## config.mk

```make
export PLATFORM = sky130hd
export DESIGN_NAME = adc_config_register_bank
export DESIGN_NICKNAME = d
export VERILOG_FILES = /design/src/rtl/pin_sync2.v /design/src/rtl/adc_config_register_bank.v
export VERILOG_INCLUDE_DIRS = /design/src /design/src/include
export SDC_FILE = /design/constraint.sdc
export NUM_CORES = 1
export LEC_CHECK = 0
export ABC_CLOCK_PERIOD_IN_PS = 2200
export BUFFER_PORTS_ARGS = -buffer_cell sky130_fd_sc_hd__buf_2
export CAP_MARGIN = 40
export CORE_MARGIN = 2
export CORE_UTILIZATION = 35
export DETAILED_ROUTE_END_ITERATION = 8
export PLACE_DENSITY = 0.55
export SYNTH_ARGS = -nofsm -noshare
export SYNTH_HDL_FRONTEND = slang
export SYNTH_SLANG_ARGS = --single-unit
```

## constraint.sdc

```tcl
create_clock -name i_mclk -period 2.2 [get_ports i_mclk]
set_input_delay 0.66 -clock i_mclk [delete_from_list [all_inputs] [get_ports i_mclk]]
set_output_delay 0.66 -clock i_mclk [all_outputs]
set_load 0.005 [all_outputs]
```

## src/include/adc_cfg_map.vh

```
`ifndef ADC_CFG_MAP_VH
`define ADC_CFG_MAP_VH

// Register addresses (four-bit field of the serial frame)
`define ADR_PAIR01      4'h0
`define ADR_PAIR23      4'h1
`define ADR_PAIR45      4'h2
`define ADR_PAIR67      4'h3
`define ADR_CHAN_SEL    4'h4
`define ADR_CONV_SYS    4'h5
`define ADR_IRQ_PWR     4'h6
`define ADR_EVT_FLAGS   4'h7
`define ADR_TRIG_MODE   4'h8
`define ADR_SOFT_RST    4'h9
`define ADR_SETTLE_DLY  4'ha

// Frame command codes (first two bits of a frame)
`define CMD_READ        2'h1
`define CMD_WRITE       2'h2

// Frame bit counts
`define FRAME_BITS      5'h10
`define HDR_BITS        5'h08
`define CMD_BITS        5'h02

// Channel-pair register fields
`define PAIR_GAIN_EVEN  1:0
`define PAIR_DIFF       2
`define PAIR_ODD_POL    3
`define PAIR_GAIN_ODD   5:4
`define PAIR_USED       5:0

// Converter system register fields
`define SYS_AVG         7:5
`define SYS_IRQ_EDGE    4
`define SYS_PIN_POL     3
`define SYS_PIN_BUSY    2
`define SYS_FIFO_EN     1
`define SYS_START_SRC   0

// Interrupt and power register fields
`define IRQ_PWR_DOWN    7
`define IRQ_EN          3:0

// Interrupt flag positions
`define FLG_NOT_EMPTY   3
`define FLG_FULL        2
`define FLG_SCAN        1
`define FLG_CONV        0

// Reset values
`define RST_PAIR        6'h00
`define RST_CHAN_SEL    3'h0
`define RST_CONV_SYS    8'h00
`define RST_IRQ_EN      4'h0
`define RST_TRIG_MODE   3'h2
`define RST_SETTLE_DLY  3'h0

// Soft reset key and automatic scan trigger modes
`define SOFT_RST_KEY    8'haa
`define TRIG_SCAN_ONE   3'h5
`define TRIG_SCAN_MULTI 3'h6

// Timing
`define MCLK_PERIOD_NS  8
`define IRQ_PULSE_NS    250

`endif

```

## src/rtl/pin_sync2.v

```verilog
`timescale 1ns/1ps

// Two-stage synchroniser for a group of independent pin levels
module pin_sync2 #(
  parameter WIDTH = 4
) (
  input  wire             i_mclk,
  input  wire             i_nrst,
  input  wire [WIDTH-1:0] i_async,
  output wire [WIDTH-1:0] o_sync
);

  reg [WIDTH-1:0] meta_ff;
  reg [WIDTH-1:0] sync_ff;

  // First stage feeds only the second stage
  always @(posedge i_mclk or negedge i_nrst)
  begin
    if (!i_nrst)
    begin
      meta_ff <= {WIDTH{1'b0}};
      sync_ff <= {WIDTH{1'b0}};
    end
    else
    begin
      meta_ff <= i_async;
      sync_ff <= meta_ff;
    end
  end

  assign o_sync = sync_ff;

endmodule // pin_sync2

```

## src/rtl/adc_config_register_bank.v

```verilog
// Overview of operation
// Four-bit address picks pair registers 0-3, select 4, system 5, irq 6.
// Pair register holds even gain in bits 1:0, odd gain in 5:4.
// Pair bit 2 chooses two single-ended inputs or one differential input.
// Pair bit 3 chooses even or odd differential polarity.
// Channel select bits 2:0 name the manual channel or scan start.
// System bits 7:5 choose no, fast or accurate averaging of 4/8/16.
// System bit 4 makes the interrupt a level or a 250 ns pulse.
// System bit 3 sets shared pin polarity, low or high active.
// System bit 2 routes interrupt or busy onto the shared pin.
// System bit 1 enables the result FIFO.
// System bit 0 starts conversions by pin or by result read.
// Interrupt register bit 7 enters power-down idle.
// Interrupt register bits 6:4 always read zero.
// Writes to interrupt bits 3:0 enable or disable the four interrupts.
// Reads of interrupt bits 3:0 show which conditions were raised.
// Scan-complete is raised only in automatic scan with auto trigger.
// Every described configuration field resets to its zero code; the code resets trigger mode to 2 instead.
// Host touches most registers only while the converter is idle.
// Writing AAh to reset register restores defaults unless powered down.
// Unused pair and select bits read zero and ignore writes.
// Addresses 0Bh-0Fh are reserved: writes ignored, reads zero.
`timescale 1ns/1ps
`include "adc_cfg_map.vh"

module adc_config_register_bank (
  input  wire        i_mclk,
  input  wire        i_nrst,
  input  wire        i_sclk,
  input  wire        i_cs_n,
  input  wire        i_sdin,
  input  wire        i_convert_start_pin,
  input  wire        i_fifo_not_empty,
  input  wire        i_fifo_full,
  input  wire        i_scan_done,
  input  wire        i_conv_done,
  input  wire        i_busy,
  output wire        o_sdout,
  output wire        o_sdout_oe_n,
  output wire        o_busy_int,
  output wire [23:0] o_pair_cfg,
  output wire [2:0]  o_chan_sel,
  output wire [2:0]  o_avg_sel,
  output wire        o_fifo_en,
  output wire        o_start_src,
  output wire        o_power_down,
  output wire [2:0]  o_trig_mode,
  output wire [2:0]  o_delay_sel,
  output wire        o_conv_start,
  output wire        o_soft_rst
);

  // Interrupt pulse length, rounded down to whole clocks
  localparam integer PULSE_RAW = `IRQ_PULSE_NS / `MCLK_PERIOD_NS;
  localparam [5:0]   PULSE_CYC = (PULSE_RAW < 1) ? 6'h01
                                                 : PULSE_RAW[5:0];

  wire [3:0]  pins_s;
  wire        sclk_s;
  wire        cs_n_s;
  wire        sdin_s;
  wire        start_s;

  reg         sclk_d_ff;
  reg         start_d_ff;
  reg  [4:0]  cnt_ff;
  reg  [15:0] shin_ff;
  reg  [7:0]  tx_ff;
  reg         sdout_ff;
  reg         bit_done_ff;

  reg  [23:0] pair_ff;
  reg  [2:0]  chan_ff;
  reg  [7:0]  sys_ff;
  reg         pd_ff;
  reg  [3:0]  irq_en_ff;
  reg  [2:0]  trig_ff;
  reg  [2:0]  dly_ff;
  reg  [3:0]  flags_ff;
  reg         srst_ff;
  reg         conv_start_ff;
  reg         irq_any_d_ff;
  reg  [5:0]  pulse_cnt_ff;
  reg         pin_ff;

  reg  [7:0]  rd_data;
  reg  [3:0]  nxt_flags;

  wire        sclk_rise;
  wire        sclk_fall;
  wire [1:0]  fr_cmd;
  wire [3:0]  fr_addr;
  wire [7:0]  fr_data;
  wire        hdr_done;
  wire        frm_done;
  wire        wr_stb;
  wire        rd_irq_end;
  wire        soft_rst;
  wire        res_read;
  wire        scan_mode;
  wire [3:0]  set_flags;
  wire        irq_any;
  wire        int_active;
  wire        pin_active;

  // Pins from the host and the start pin cross into i_mclk here
  pin_sync2 #(
    .WIDTH (4)
  ) u_sync (
    .i_mclk  (i_mclk),
    .i_nrst  (i_nrst),
    .i_async ({i_convert_start_pin, i_sdin, i_cs_n, i_sclk}),
    .o_sync  (pins_s)
  );

  assign sclk_s  = pins_s[0];
  assign cs_n_s  = pins_s[1];
  assign sdin_s  = pins_s[2];
  assign start_s = pins_s[3];

  // Edges of the sampled link clock
  assign sclk_rise = sclk_s & ~sclk_d_ff;
  assign sclk_fall = ~sclk_s & sclk_d_ff;

  // Frame fields, valid once the whole header or frame is in
  assign fr_cmd  = (cnt_ff == `FRAME_BITS) ? shin_ff[15:14] : shin_ff[7:6];
  assign fr_addr = (cnt_ff == `FRAME_BITS) ? shin_ff[13:10] : shin_ff[5:2];
  assign fr_data = shin_ff[7:0];

  assign hdr_done   = bit_done_ff && (cnt_ff == `HDR_BITS);
  assign frm_done   = bit_done_ff && (cnt_ff == `FRAME_BITS);
  assign wr_stb     = frm_done && (fr_cmd == `CMD_WRITE);
  assign rd_irq_end = frm_done && (fr_cmd == `CMD_READ) &&
                      (fr_addr == `ADR_IRQ_PWR);

  // Result read: a frame whose command is neither read nor write
  assign res_read = bit_done_ff && (cnt_ff == `CMD_BITS) &&
                    (shin_ff[1:0] != `CMD_READ) &&
                    (shin_ff[1:0] != `CMD_WRITE);

  // key write
  assign soft_rst = wr_stb && (fr_addr == `ADR_SOFT_RST) &&
                    (fr_data == `SOFT_RST_KEY) && !pd_ff;

  // Serial shift engine; bits are taken on sampled rising edges
  always @(posedge i_mclk or negedge i_nrst)
  begin
    if (!i_nrst)
    begin
      sclk_d_ff   <= 1'b0;
      cnt_ff      <= 5'h00;
      shin_ff     <= 16'h0000;
      bit_done_ff <= 1'b0;
    end
    else
    begin
      sclk_d_ff   <= sclk_s;
      bit_done_ff <= 1'b0;
      if (cs_n_s)
        cnt_ff <= 5'h00;
      else if (sclk_rise && (cnt_ff != `FRAME_BITS))
      begin
        shin_ff     <= {shin_ff[14:0], sdin_s};
        cnt_ff      <= cnt_ff + 5'h01;
        bit_done_ff <= 1'b1;
      end
    end
  end

  // address decode
  // fixed zeros
  // unused bits read zero
  always @*
  begin
    rd_data = 8'h00;
    case (fr_addr)
      `ADR_PAIR01:     rd_data = {2'h0, pair_ff[5:0]};
      `ADR_PAIR23:     rd_data = {2'h0, pair_ff[11:6]};
      `ADR_PAIR45:     rd_data = {2'h0, pair_ff[17:12]};
      `ADR_PAIR67:     rd_data = {2'h0, pair_ff[23:18]};
      `ADR_CHAN_SEL:   rd_data = {5'h00, chan_ff};
      `ADR_CONV_SYS:   rd_data = sys_ff;
      // raised conditions
      `ADR_IRQ_PWR:    rd_data = {pd_ff, 3'h0, flags_ff};
      `ADR_EVT_FLAGS:  rd_data = {4'h0, i_fifo_not_empty, i_fifo_full,
                                  i_scan_done, i_conv_done};
      `ADR_TRIG_MODE:  rd_data = {5'h00, trig_ff};
      `ADR_SETTLE_DLY: rd_data = {5'h00, dly_ff};
      // reserved reads zero
      default:         rd_data = 8'h00;
    endcase
  end

  // Read data leaves on falling edges, after the eight header bits
  always @(posedge i_mclk or negedge i_nrst)
  begin
    if (!i_nrst)
    begin
      tx_ff    <= 8'h00;
      sdout_ff <= 1'b0;
    end
    else if (cs_n_s)
    begin
      tx_ff    <= 8'h00;
      sdout_ff <= 1'b0;
    end
    else if (hdr_done && (fr_cmd == `CMD_READ))
      tx_ff <= rd_data;
    else if (sclk_fall && (cnt_ff >= `HDR_BITS))
    begin
      sdout_ff <= tx_ff[7];
      tx_ff    <= {tx_ff[6:0], 1'b0};
    end
  end

  // Pad is driven only while the host selects the device
  assign o_sdout      = sdout_ff;
  assign o_sdout_oe_n = cs_n_s;

  // Register writes; the soft reset restores defaults two clocks after the key
  always @(posedge i_mclk or negedge i_nrst)
  begin
    if (!i_nrst)
    begin
      // zero defaults, except trigger mode 2
      pair_ff   <= {4{`RST_PAIR}};
      chan_ff   <= `RST_CHAN_SEL;
      sys_ff    <= `RST_CONV_SYS;
      pd_ff     <= 1'b0;
      irq_en_ff <= `RST_IRQ_EN;
      trig_ff   <= `RST_TRIG_MODE;
      dly_ff    <= `RST_SETTLE_DLY;
      srst_ff   <= 1'b0;
    end
    else if (srst_ff)
    begin
      // restore defaults
      pair_ff   <= {4{`RST_PAIR}};
      chan_ff   <= `RST_CHAN_SEL;
      sys_ff    <= `RST_CONV_SYS;
      pd_ff     <= 1'b0;
      irq_en_ff <= `RST_IRQ_EN;
      trig_ff   <= `RST_TRIG_MODE;
      dly_ff    <= `RST_SETTLE_DLY;
      srst_ff   <= 1'b0;
    end
    else
    begin
      srst_ff <= soft_rst;
      if (wr_stb)
      begin
        case (fr_addr)
          // gain fields
          // pairing bit
          // polarity bit
          `ADR_PAIR01: pair_ff[5:0]   <= fr_data[`PAIR_USED];
          `ADR_PAIR23: pair_ff[11:6]  <= fr_data[`PAIR_USED];
          `ADR_PAIR45: pair_ff[17:12] <= fr_data[`PAIR_USED];
          `ADR_PAIR67: pair_ff[23:18] <= fr_data[`PAIR_USED];
          // channel number
          `ADR_CHAN_SEL: chan_ff <= fr_data[2:0];
          `ADR_CONV_SYS: sys_ff <= fr_data;
          `ADR_IRQ_PWR:
          begin
            // power-down bit
            pd_ff     <= fr_data[`IRQ_PWR_DOWN];
            // interrupt enables
            irq_en_ff <= fr_data[`IRQ_EN];
          end
          `ADR_TRIG_MODE:  trig_ff <= fr_data[2:0];
          `ADR_SETTLE_DLY: dly_ff  <= fr_data[2:0];
          // reserved writes ignored
          default: pd_ff <= pd_ff;
        endcase
      end
    end
  end

  // scan gating
  assign scan_mode = (trig_ff == `TRIG_SCAN_ONE) ||
                     (trig_ff == `TRIG_SCAN_MULTI);

  assign set_flags = {i_fifo_not_empty, i_fifo_full,
                      i_scan_done & scan_mode, i_conv_done};

  // sticky flags
  // Cleared by reading the interrupt register; a new event wins
  always @*
  begin
    nxt_flags = flags_ff;
    if (rd_irq_end)
      nxt_flags = 4'h0;
    nxt_flags = nxt_flags | set_flags;
  end

  always @(posedge i_mclk or negedge i_nrst)
  begin
    if (!i_nrst)
      flags_ff <= 4'h0;
    else if (srst_ff)
      flags_ff <= 4'h0;
    else
      flags_ff <= nxt_flags;
  end

  // Only enabled flags reach the interrupt output
  assign irq_any = |(flags_ff & irq_en_ff);

  // pulse timer
  // Only a rise of irq_any starts the pulse; pending flags do not repeat it
  always @(posedge i_mclk or negedge i_nrst)
  begin
    if (!i_nrst)
    begin
      irq_any_d_ff <= 1'b0;
      pulse_cnt_ff <= 6'h00;
    end
    else
    begin
      irq_any_d_ff <= irq_any;
      if (irq_any && !irq_any_d_ff)
        pulse_cnt_ff <= PULSE_CYC;
      else if (pulse_cnt_ff != 6'h00)
        pulse_cnt_ff <= pulse_cnt_ff - 6'h01;
    end
  end

  // level or pulse
  assign int_active = sys_ff[`SYS_IRQ_EDGE] ? (pulse_cnt_ff != 6'h00)
                                            : irq_any;
  // pin function
  assign pin_active = sys_ff[`SYS_PIN_BUSY] ? i_busy : int_active;

  // Shared pin is registered so polarity changes never glitch it
  always @(posedge i_mclk or negedge i_nrst)
  begin
    if (!i_nrst)
      pin_ff <= 1'b1;
    else
      // pin polarity
      pin_ff <= sys_ff[`SYS_PIN_POL] ? pin_active : ~pin_active;
  end

  // start source
  // Power-down holds off every start request
  always @(posedge i_mclk or negedge i_nrst)
  begin
    if (!i_nrst)
    begin
      start_d_ff    <= 1'b0;
      conv_start_ff <= 1'b0;
    end
    else
    begin
      start_d_ff <= start_s;
      if (pd_ff || srst_ff)
        conv_start_ff <= 1'b0;
      else if (sys_ff[`SYS_START_SRC])
        conv_start_ff <= res_read;
      else
        conv_start_ff <= start_s & ~start_d_ff;
    end
  end

  assign o_busy_int   = pin_ff;
  assign o_pair_cfg   = pair_ff;
  assign o_chan_sel   = chan_ff;
  // averaging code
  assign o_avg_sel    = sys_ff[`SYS_AVG];
  // FIFO enable
  assign o_fifo_en    = sys_ff[`SYS_FIFO_EN];
  assign o_start_src  = sys_ff[`SYS_START_SRC];
  assign o_power_down = pd_ff;
  assign o_trig_mode  = trig_ff;
  assign o_delay_sel  = dly_ff;
  assign o_conv_start = conv_start_ff;
  assign o_soft_rst   = srst_ff;

endmodule // adc_config_register_bank

```

Word level (Yosys, flattened, before mapping)
Cells that the tools add are included.
{ "totals": {"reg_bits": 101, "output_inout_bits": 44, "word_cells": 155} }
{ "classes": {"add_sub_neg": 2, "n_lt_le_gt_ge": 1, "eq_ne": 22, "mux": 47, "bitwise": 11, "reduce_logical": 47} }
{ "ops": {"columns": ["op", "count"], "rows": [
  ["$pmux W8 S10", 1],
  ["$mux W24", 2],
  ["$mux W8", 6],
  ["$mux W6", 6],
  ["$mux W3", 9],
  ["$reduce_bool A2 Y1", 13],
  ["$mux W4", 6],
  ["$reduce_and A2 Y1", 11],
  ["$eq A4 B3 Y1 const B", 4],
  ["$logic_and A1 B1 Y1", 15],
  ["$mux W1", 14],
  ["$eq A4 B4 Y1 const B", 3],
  ["$mux W5", 2],
  ["$eq A4 B2 Y1 const B", 2],
  ["$eq A8 B8 Y1 const B", 1],
  ["$eq A3 B3 Y1 const B", 2],
  ["$reduce_bool A6 Y1", 1],
  ["$sub A6 B1 Y6 const B", 1],
  ["$add A5 B1 Y5 const B", 1],
  ["$eq A5 B2 Y1 const B", 1],
  ["$eq A5 B4 Y1 const B", 1],
  ["$eq A5 B5 Y1 const B", 1],
  ["$ge A5 B4 Y1 const B", 1],
  ["$ne A5 B5 Y1 const B", 1],
  ["other kinds (15)", 25]
]} }

Depth between registers and ports, before layout
{ "logic_depth": {"ltp_word": 8, "ltp_mapped": 10} }

Cells and area by module
A second synthesis with hierarchy kept.
{ "unflattened": {"cells_unflattened": 523, "hier_area_um2": 5457.7} }
{ "by_module_without_submodules": {"columns": ["mod", "instances", "cells_each", "area_each_um2", "seq_area_each_um2"], "rows": [
  ["adc_config_register_bank", 1, 515, 5257.5, 2329.7],
  ["pin_sync2", 1, 8, 200.2, 200.2]
]} }

Worst setup path before layout
OpenSTA, ideal clock, no wires.
{ "synth_path": {"path_type": "register to register", "from": "register cnt_ff[0]", "to": "register tx_ff[1]", "setup_time_ns": 0.122, "t_arrival_ns": 2.040, "t_required_ns": 2.078, "slack_ns": 0.038, "stages_incl_launch_ff": 10, "path_buffers": 2, "period_less_slack_ns": 2.162, "path_cell_list": "dfrtp_1 > inv_1 > ha_1 > nand4bb_1 > buf_6 > mux2_4 > and2_4 > buf_6 > or3_1 > a32o_1"} }
{ "synth_between": {"elab_chain_len": 6} }
{ "synth_lines": {"columns": ["item", "line_no", "rtl"], "rows": [
  ["start, declared", "adc_config_register_bank.v:66", "reg [4:0] cnt_ff;"],
  ["start signal, assigned", "adc_config_register_bank.v:164", "cnt_ff <= cnt_ff + 5'h01;"],
  ["$eq A5 B5 Y1 (no line)", null, null],
  ["$mux W4 or $mux W2 (tied branches)", "adc_config_register_bank.v:127, adc_config_register_bank.v:126", null],
  ["$eq A4 B4 Y1, or another cell as far along", "adc_config_register_bank.v:176", "case (fr_addr)"],
  ["$pmux W8 S10 or $logic_and A1 B1 Y1 (tied branches)", "adc_config_register_bank.v:176, adc_config_register_bank.v:207", null],
  ["$mux W8", "adc_config_register_bank.v:207", "else if (hdr_done && (fr_cmd == `CMD_READ))"],
  ["$mux W8", "adc_config_register_bank.v:202", "else if (cs_n_s)"],
  ["end signal, assigned", "adc_config_register_bank.v:208", "tx_ff <= rd_data;"],
  ["end signal, assigned", "adc_config_register_bank.v:212", "tx_ff <= {tx_ff[6:0], 1'b0};"],
  ["end, declared", "adc_config_register_bank.v:68", "reg [7:0] tx_ff;"]
]} }
Several ways; a longest one is shown, not always the timed one.
A chain may end at the register's enable or synchronous reset.

Worst setup path in the final report
Ends and elaborated chain as after synthesis.

==> impl_results.md <==
- Number of hold violations in the final report: 0
- Number of global-route vias before repair: 4,530
- Die area: 0.0167 mm2
- Maximum vdd ir drop: 364 uV
- Clock network fraction of total power: 33.5%
- EDFF count, synth: 0
- Sw Share: 31.7%
- Clock slew at reported path FFs: 70 ps
- Psw: 1.62 mW
- Met3 wire len: 840 um
- Post-synthesis cell count: 540
- Wire length of the first global-routing pass: 26,600 um
- Pin count of the biggest net entering global routing: 38
- CTS root buffer: sky130_fd_sc_hd__clkbuf_16
- Final sum of negative setup slack: 0 ps
- Area growth syn-to-layout: 22.6%
- Standard-cell rows: 45
- Gp weighted congestion: 0.914
- Number of levels the H-tree was split into: 3
- Required time of the critical path: 2450 ps
- Max-capacitance violation count: 0
- Yosys Warn Count: 0
- Run status: completed
- Detailed route wirelength on metal2: 8020 um
- Hold Buf Count CTS: 0
- Total of fill cells in the finished design: 1,479
- Post-DP HPWL: 12,100 um
- Starting utilization of the core area: 36.0%
- Tmin final: 2170 ps
- Fraction of layout cells with a size suffix above 1: 27.7%
- Summed area of non-filler cells in the final layout: 0.00674 mm2
- Largest fanout of any net on the critical path: 5
- Synthesized area: 0.00549 mm2
- Combinational fraction of design power: 24.5%
- Share of the yosys chip area belonging to registers: 46.0%
- Uppermost metal layer occupied by signal nets: met4
- Setup slack of the critical path after layout: 30.0 ps
- Power per Cell Area: 758 mW/mm2
- Die height: 129 um
- Clock Tree Buf Depth: 2
- Most frequently used flop master after synthesis: sky130_fd_sc_hd__dfrtp_1
- Total track usage: 21.2%
- WL/cell: 20.5 um
- Static leakage power: 3.28 nW
- Remaining design rule violation count: 0
- Post-DP Area: 0.00631 mm2
- Commonest non-fill, non-tap cell in the layout: sky130_fd_sc_hd__dfrtp_1
- Initial antenna violation count: 0
- Total wirelength of the detailed-routed design: 17,100 um
- Count of unique library cells instantiated by Yosys: 63
- Async SR Flop Fraction: 100%
- Crit path launch type: flip-flop
- Overall via count from detail_route: 4,510
- Highest achievable clock rate: 461 MHz
- Placeable core region: 0.0153 mm2
- Non-filler instance count after layout: 835
- CTS Buf Count: 9
- Sequential cell fraction of total power: 42.0%
- Flip-flop and latch count after synthesis: 101
- Total of buffers placed on input and output ports: 54
- Antenna-violating nets left: 0
- Worst slew margin: 53.5%
- Kind of end point of the critical path: flip-flop
- Type of the setup path with the least slack: flip-flop to flip-flop
- Reg-to-reg setup timing slack: 30 ps
- Min-delay worst type: input port to asynchronous set/reset pin
- First-iteration detailed-routing DRC count: 327
- Commonest cells after routing, fill and taps aside: sky130_fd_sc_hd__dfrtp_1, sky130_fd_sc_hd__nor2_1, sky130_fd_sc_hd__buf_2
- First drt pass iteration count: 7
- Period utilization: 98.6%
- Clock tree from TritonCTS: done
- Final hold slack: 276 ps
- Total congestion overflow: 0
- Width of the die: 129 um
- Via density per instance: 5.40
- Max-slew violations: 0
- Clock tree sinks: 101
- Top-level port count: 55
- Endpoint arrival time on the critical path: 2420 ps
- Slew @ Worst Pin: 698 ps
- Synthesized net count: 556
- Setup slack after placement: 31.1 ps
- Final #Nets: 635
- Placed Cells incl. Taps: 815
- Internal Dissipation: 3.49 mW
- Mean instance size in the synthesized netlist: 10.2 um2
- Met1 Wirelength: 7800 um
- Setup violators final: 0
- Number of diodes added for antenna fixing: 0
- Insertion delay to the later sink of the worst-skew pair: 360 ps
- Worst Clk Skew: 7.88 ps
-- cells by family (layout without fill, tap and decap cells) --
family | after synthesis | after routing | share of synthesized area, %
adder cells (fa/ha/maj) | 5 | 5 | 1.14
XOR/XNOR | 9 | 9 | 1.43
flip-flops | 101 | 101 | 46.0
multiplexers | 84 | 84 | 16.1
AO/OA/AOI/OAI | 79 | 79 | 10.1
AND/OR/NAND/NOR | 208 | 208 | 20.8
buffers and inverters | 54 | 138 | 4.35
-- power groups by stage --
stage                     combinational (mW)  clock, mW  sequential (mW)
after floorplan                        0.763          0             2.03
after global placement                  1.22          0             2.17
after detailed placement                1.23          0             2.17
after CTS                               1.24       1.76             2.13
after global routing                    1.34       1.86             2.16
final                                   1.25       1.71             2.14
-- final timing paths --
path                                         endpoint  depth (start not counted)                         from
hold / removal                shin_ff[11]$_DFFE_PN0P_                          1                       i_nrst
max in group asynchronous        o_busy_int$_DFF_PN1_                          2                       i_nrst
setup reg to reg                 tx_ff[1]$_DFFE_PN0P_                          8        cnt_ff[0]$_DFFE_PN0P_
hold reg to reg            u_sync.o_sync[1]$_DFF_PN0_                          0  u_sync.meta_ff[1]$_DFF_PN0_
min in group i_mclk        u_sync.o_sync[1]$_DFF_PN0_                          0  u_sync.meta_ff[1]$_DFF_PN0_
setup / recovery                 tx_ff[1]$_DFFE_PN0P_                          8        cnt_ff[0]$_DFFE_PN0P_
-- critical path, stage by stage (launching register included) --
cell and delay, ps:
sky130_fd_sc_hd__dfrtp_1 390, sky130_fd_sc_hd__inv_2 80, sky130_fd_sc_hd__ha_4 150, sky130_fd_sc_hd__nand4bb_4 190, sky130_fd_sc_hd__buf_12 200, sky130_fd_sc_hd__mux2_4 320
sky130_fd_sc_hd__and2_4 160, sky130_fd_sc_hd__or3_1 310, sky130_fd_sc_hd__a32o_1 250
-- per-stage QoR --
stage	power [mW]	util (%)
after global placement	3.39	41.4
after global routing	5.35	44.1
after floorplan	2.79	-
final	5.10	44.1
after CTS	5.13	43.4
after detailed placement	3.40	41.4
-- per-layer routing --
metal,track usage [%],vias to the layer above
met4,7.48,0
li1,-,2095
met5,0,-
met2,33.2,125
met3,4.62,29
met1,29.2,2261
-- state kept, by name, indices dropped and copies added (netlist names), 3 cells and up --
name and flops:
o_pair_cfg 24, shin_ff 16, o_chan_sel 3, pulse_cnt_ff 6, cnt_ff 5, o_delay_sel 3, u_sync.meta_ff 4, u_sync.o_sync 4
irq_en_ff 4, tx_ff 8, flags_ff 4, sys_ff 8, o_trig_mode 3
-- area by class of cell --
type	count	area (um2)	area share [%]
well taps	211	264	3.92
multi-input cells	385	2770	41.1
repair buffers	112	818	12.1
clock buffers	9	225	3.34
flip-flops and latches	101	2530	37.6
inverters	10	37.5	0.557
clock inverters	7	90.1	1.34
-- cells in the mapped netlist, drive strengths merged (3+ instances only) --
master | n | area [um2]
dfrtp | 99 | 2480
nor2 | 61 | 229
mux2i | 53 | 534
nand2 | 39 | 146
mux2 | 31 | 353
clkbuf | 30 | 113
nand3 | 24 | 120
a21oi | 19 | 95.1
nand2b | 15 | 93.8
buf | 14 | 88.8
nor4bb | 14 | 140
a22oi | 10 | 75.1
inv | 10 | 37.5
o21ai | 9 | 45.0
nor3 | 8 | 56.3
nand3b | 7 | 52.6
nor2b | 7 | 43.8
a31oi | 6 | 37.5
ha | 5 | 62.6
nand4 | 5 | 31.3
nand4b | 5 | 43.8
nor4b | 5 | 43.8
xor2 | 5 | 43.8
and3 | 4 | 25.0
o211a | 4 | 40.0
o22ai | 4 | 25.0
xnor2 | 4 | 35.0
a2111oi | 3 | 26.3
a211oi | 3 | 22.5
and2 | 3 | 21.3
o211ai | 3 | 22.5
o311a | 3 | 30.0
or3 | 3 | 18.8
-- repair_timing --
| action | in CTS | in global routing |
|---|---|---|
| endpoints found under the setup margin | 0 | 25 |
| buffers inserted | 0 | 2 |
| gates resized for setup | 0 | 10 |
Note: power is estimated with default switching activity, not from simulation.
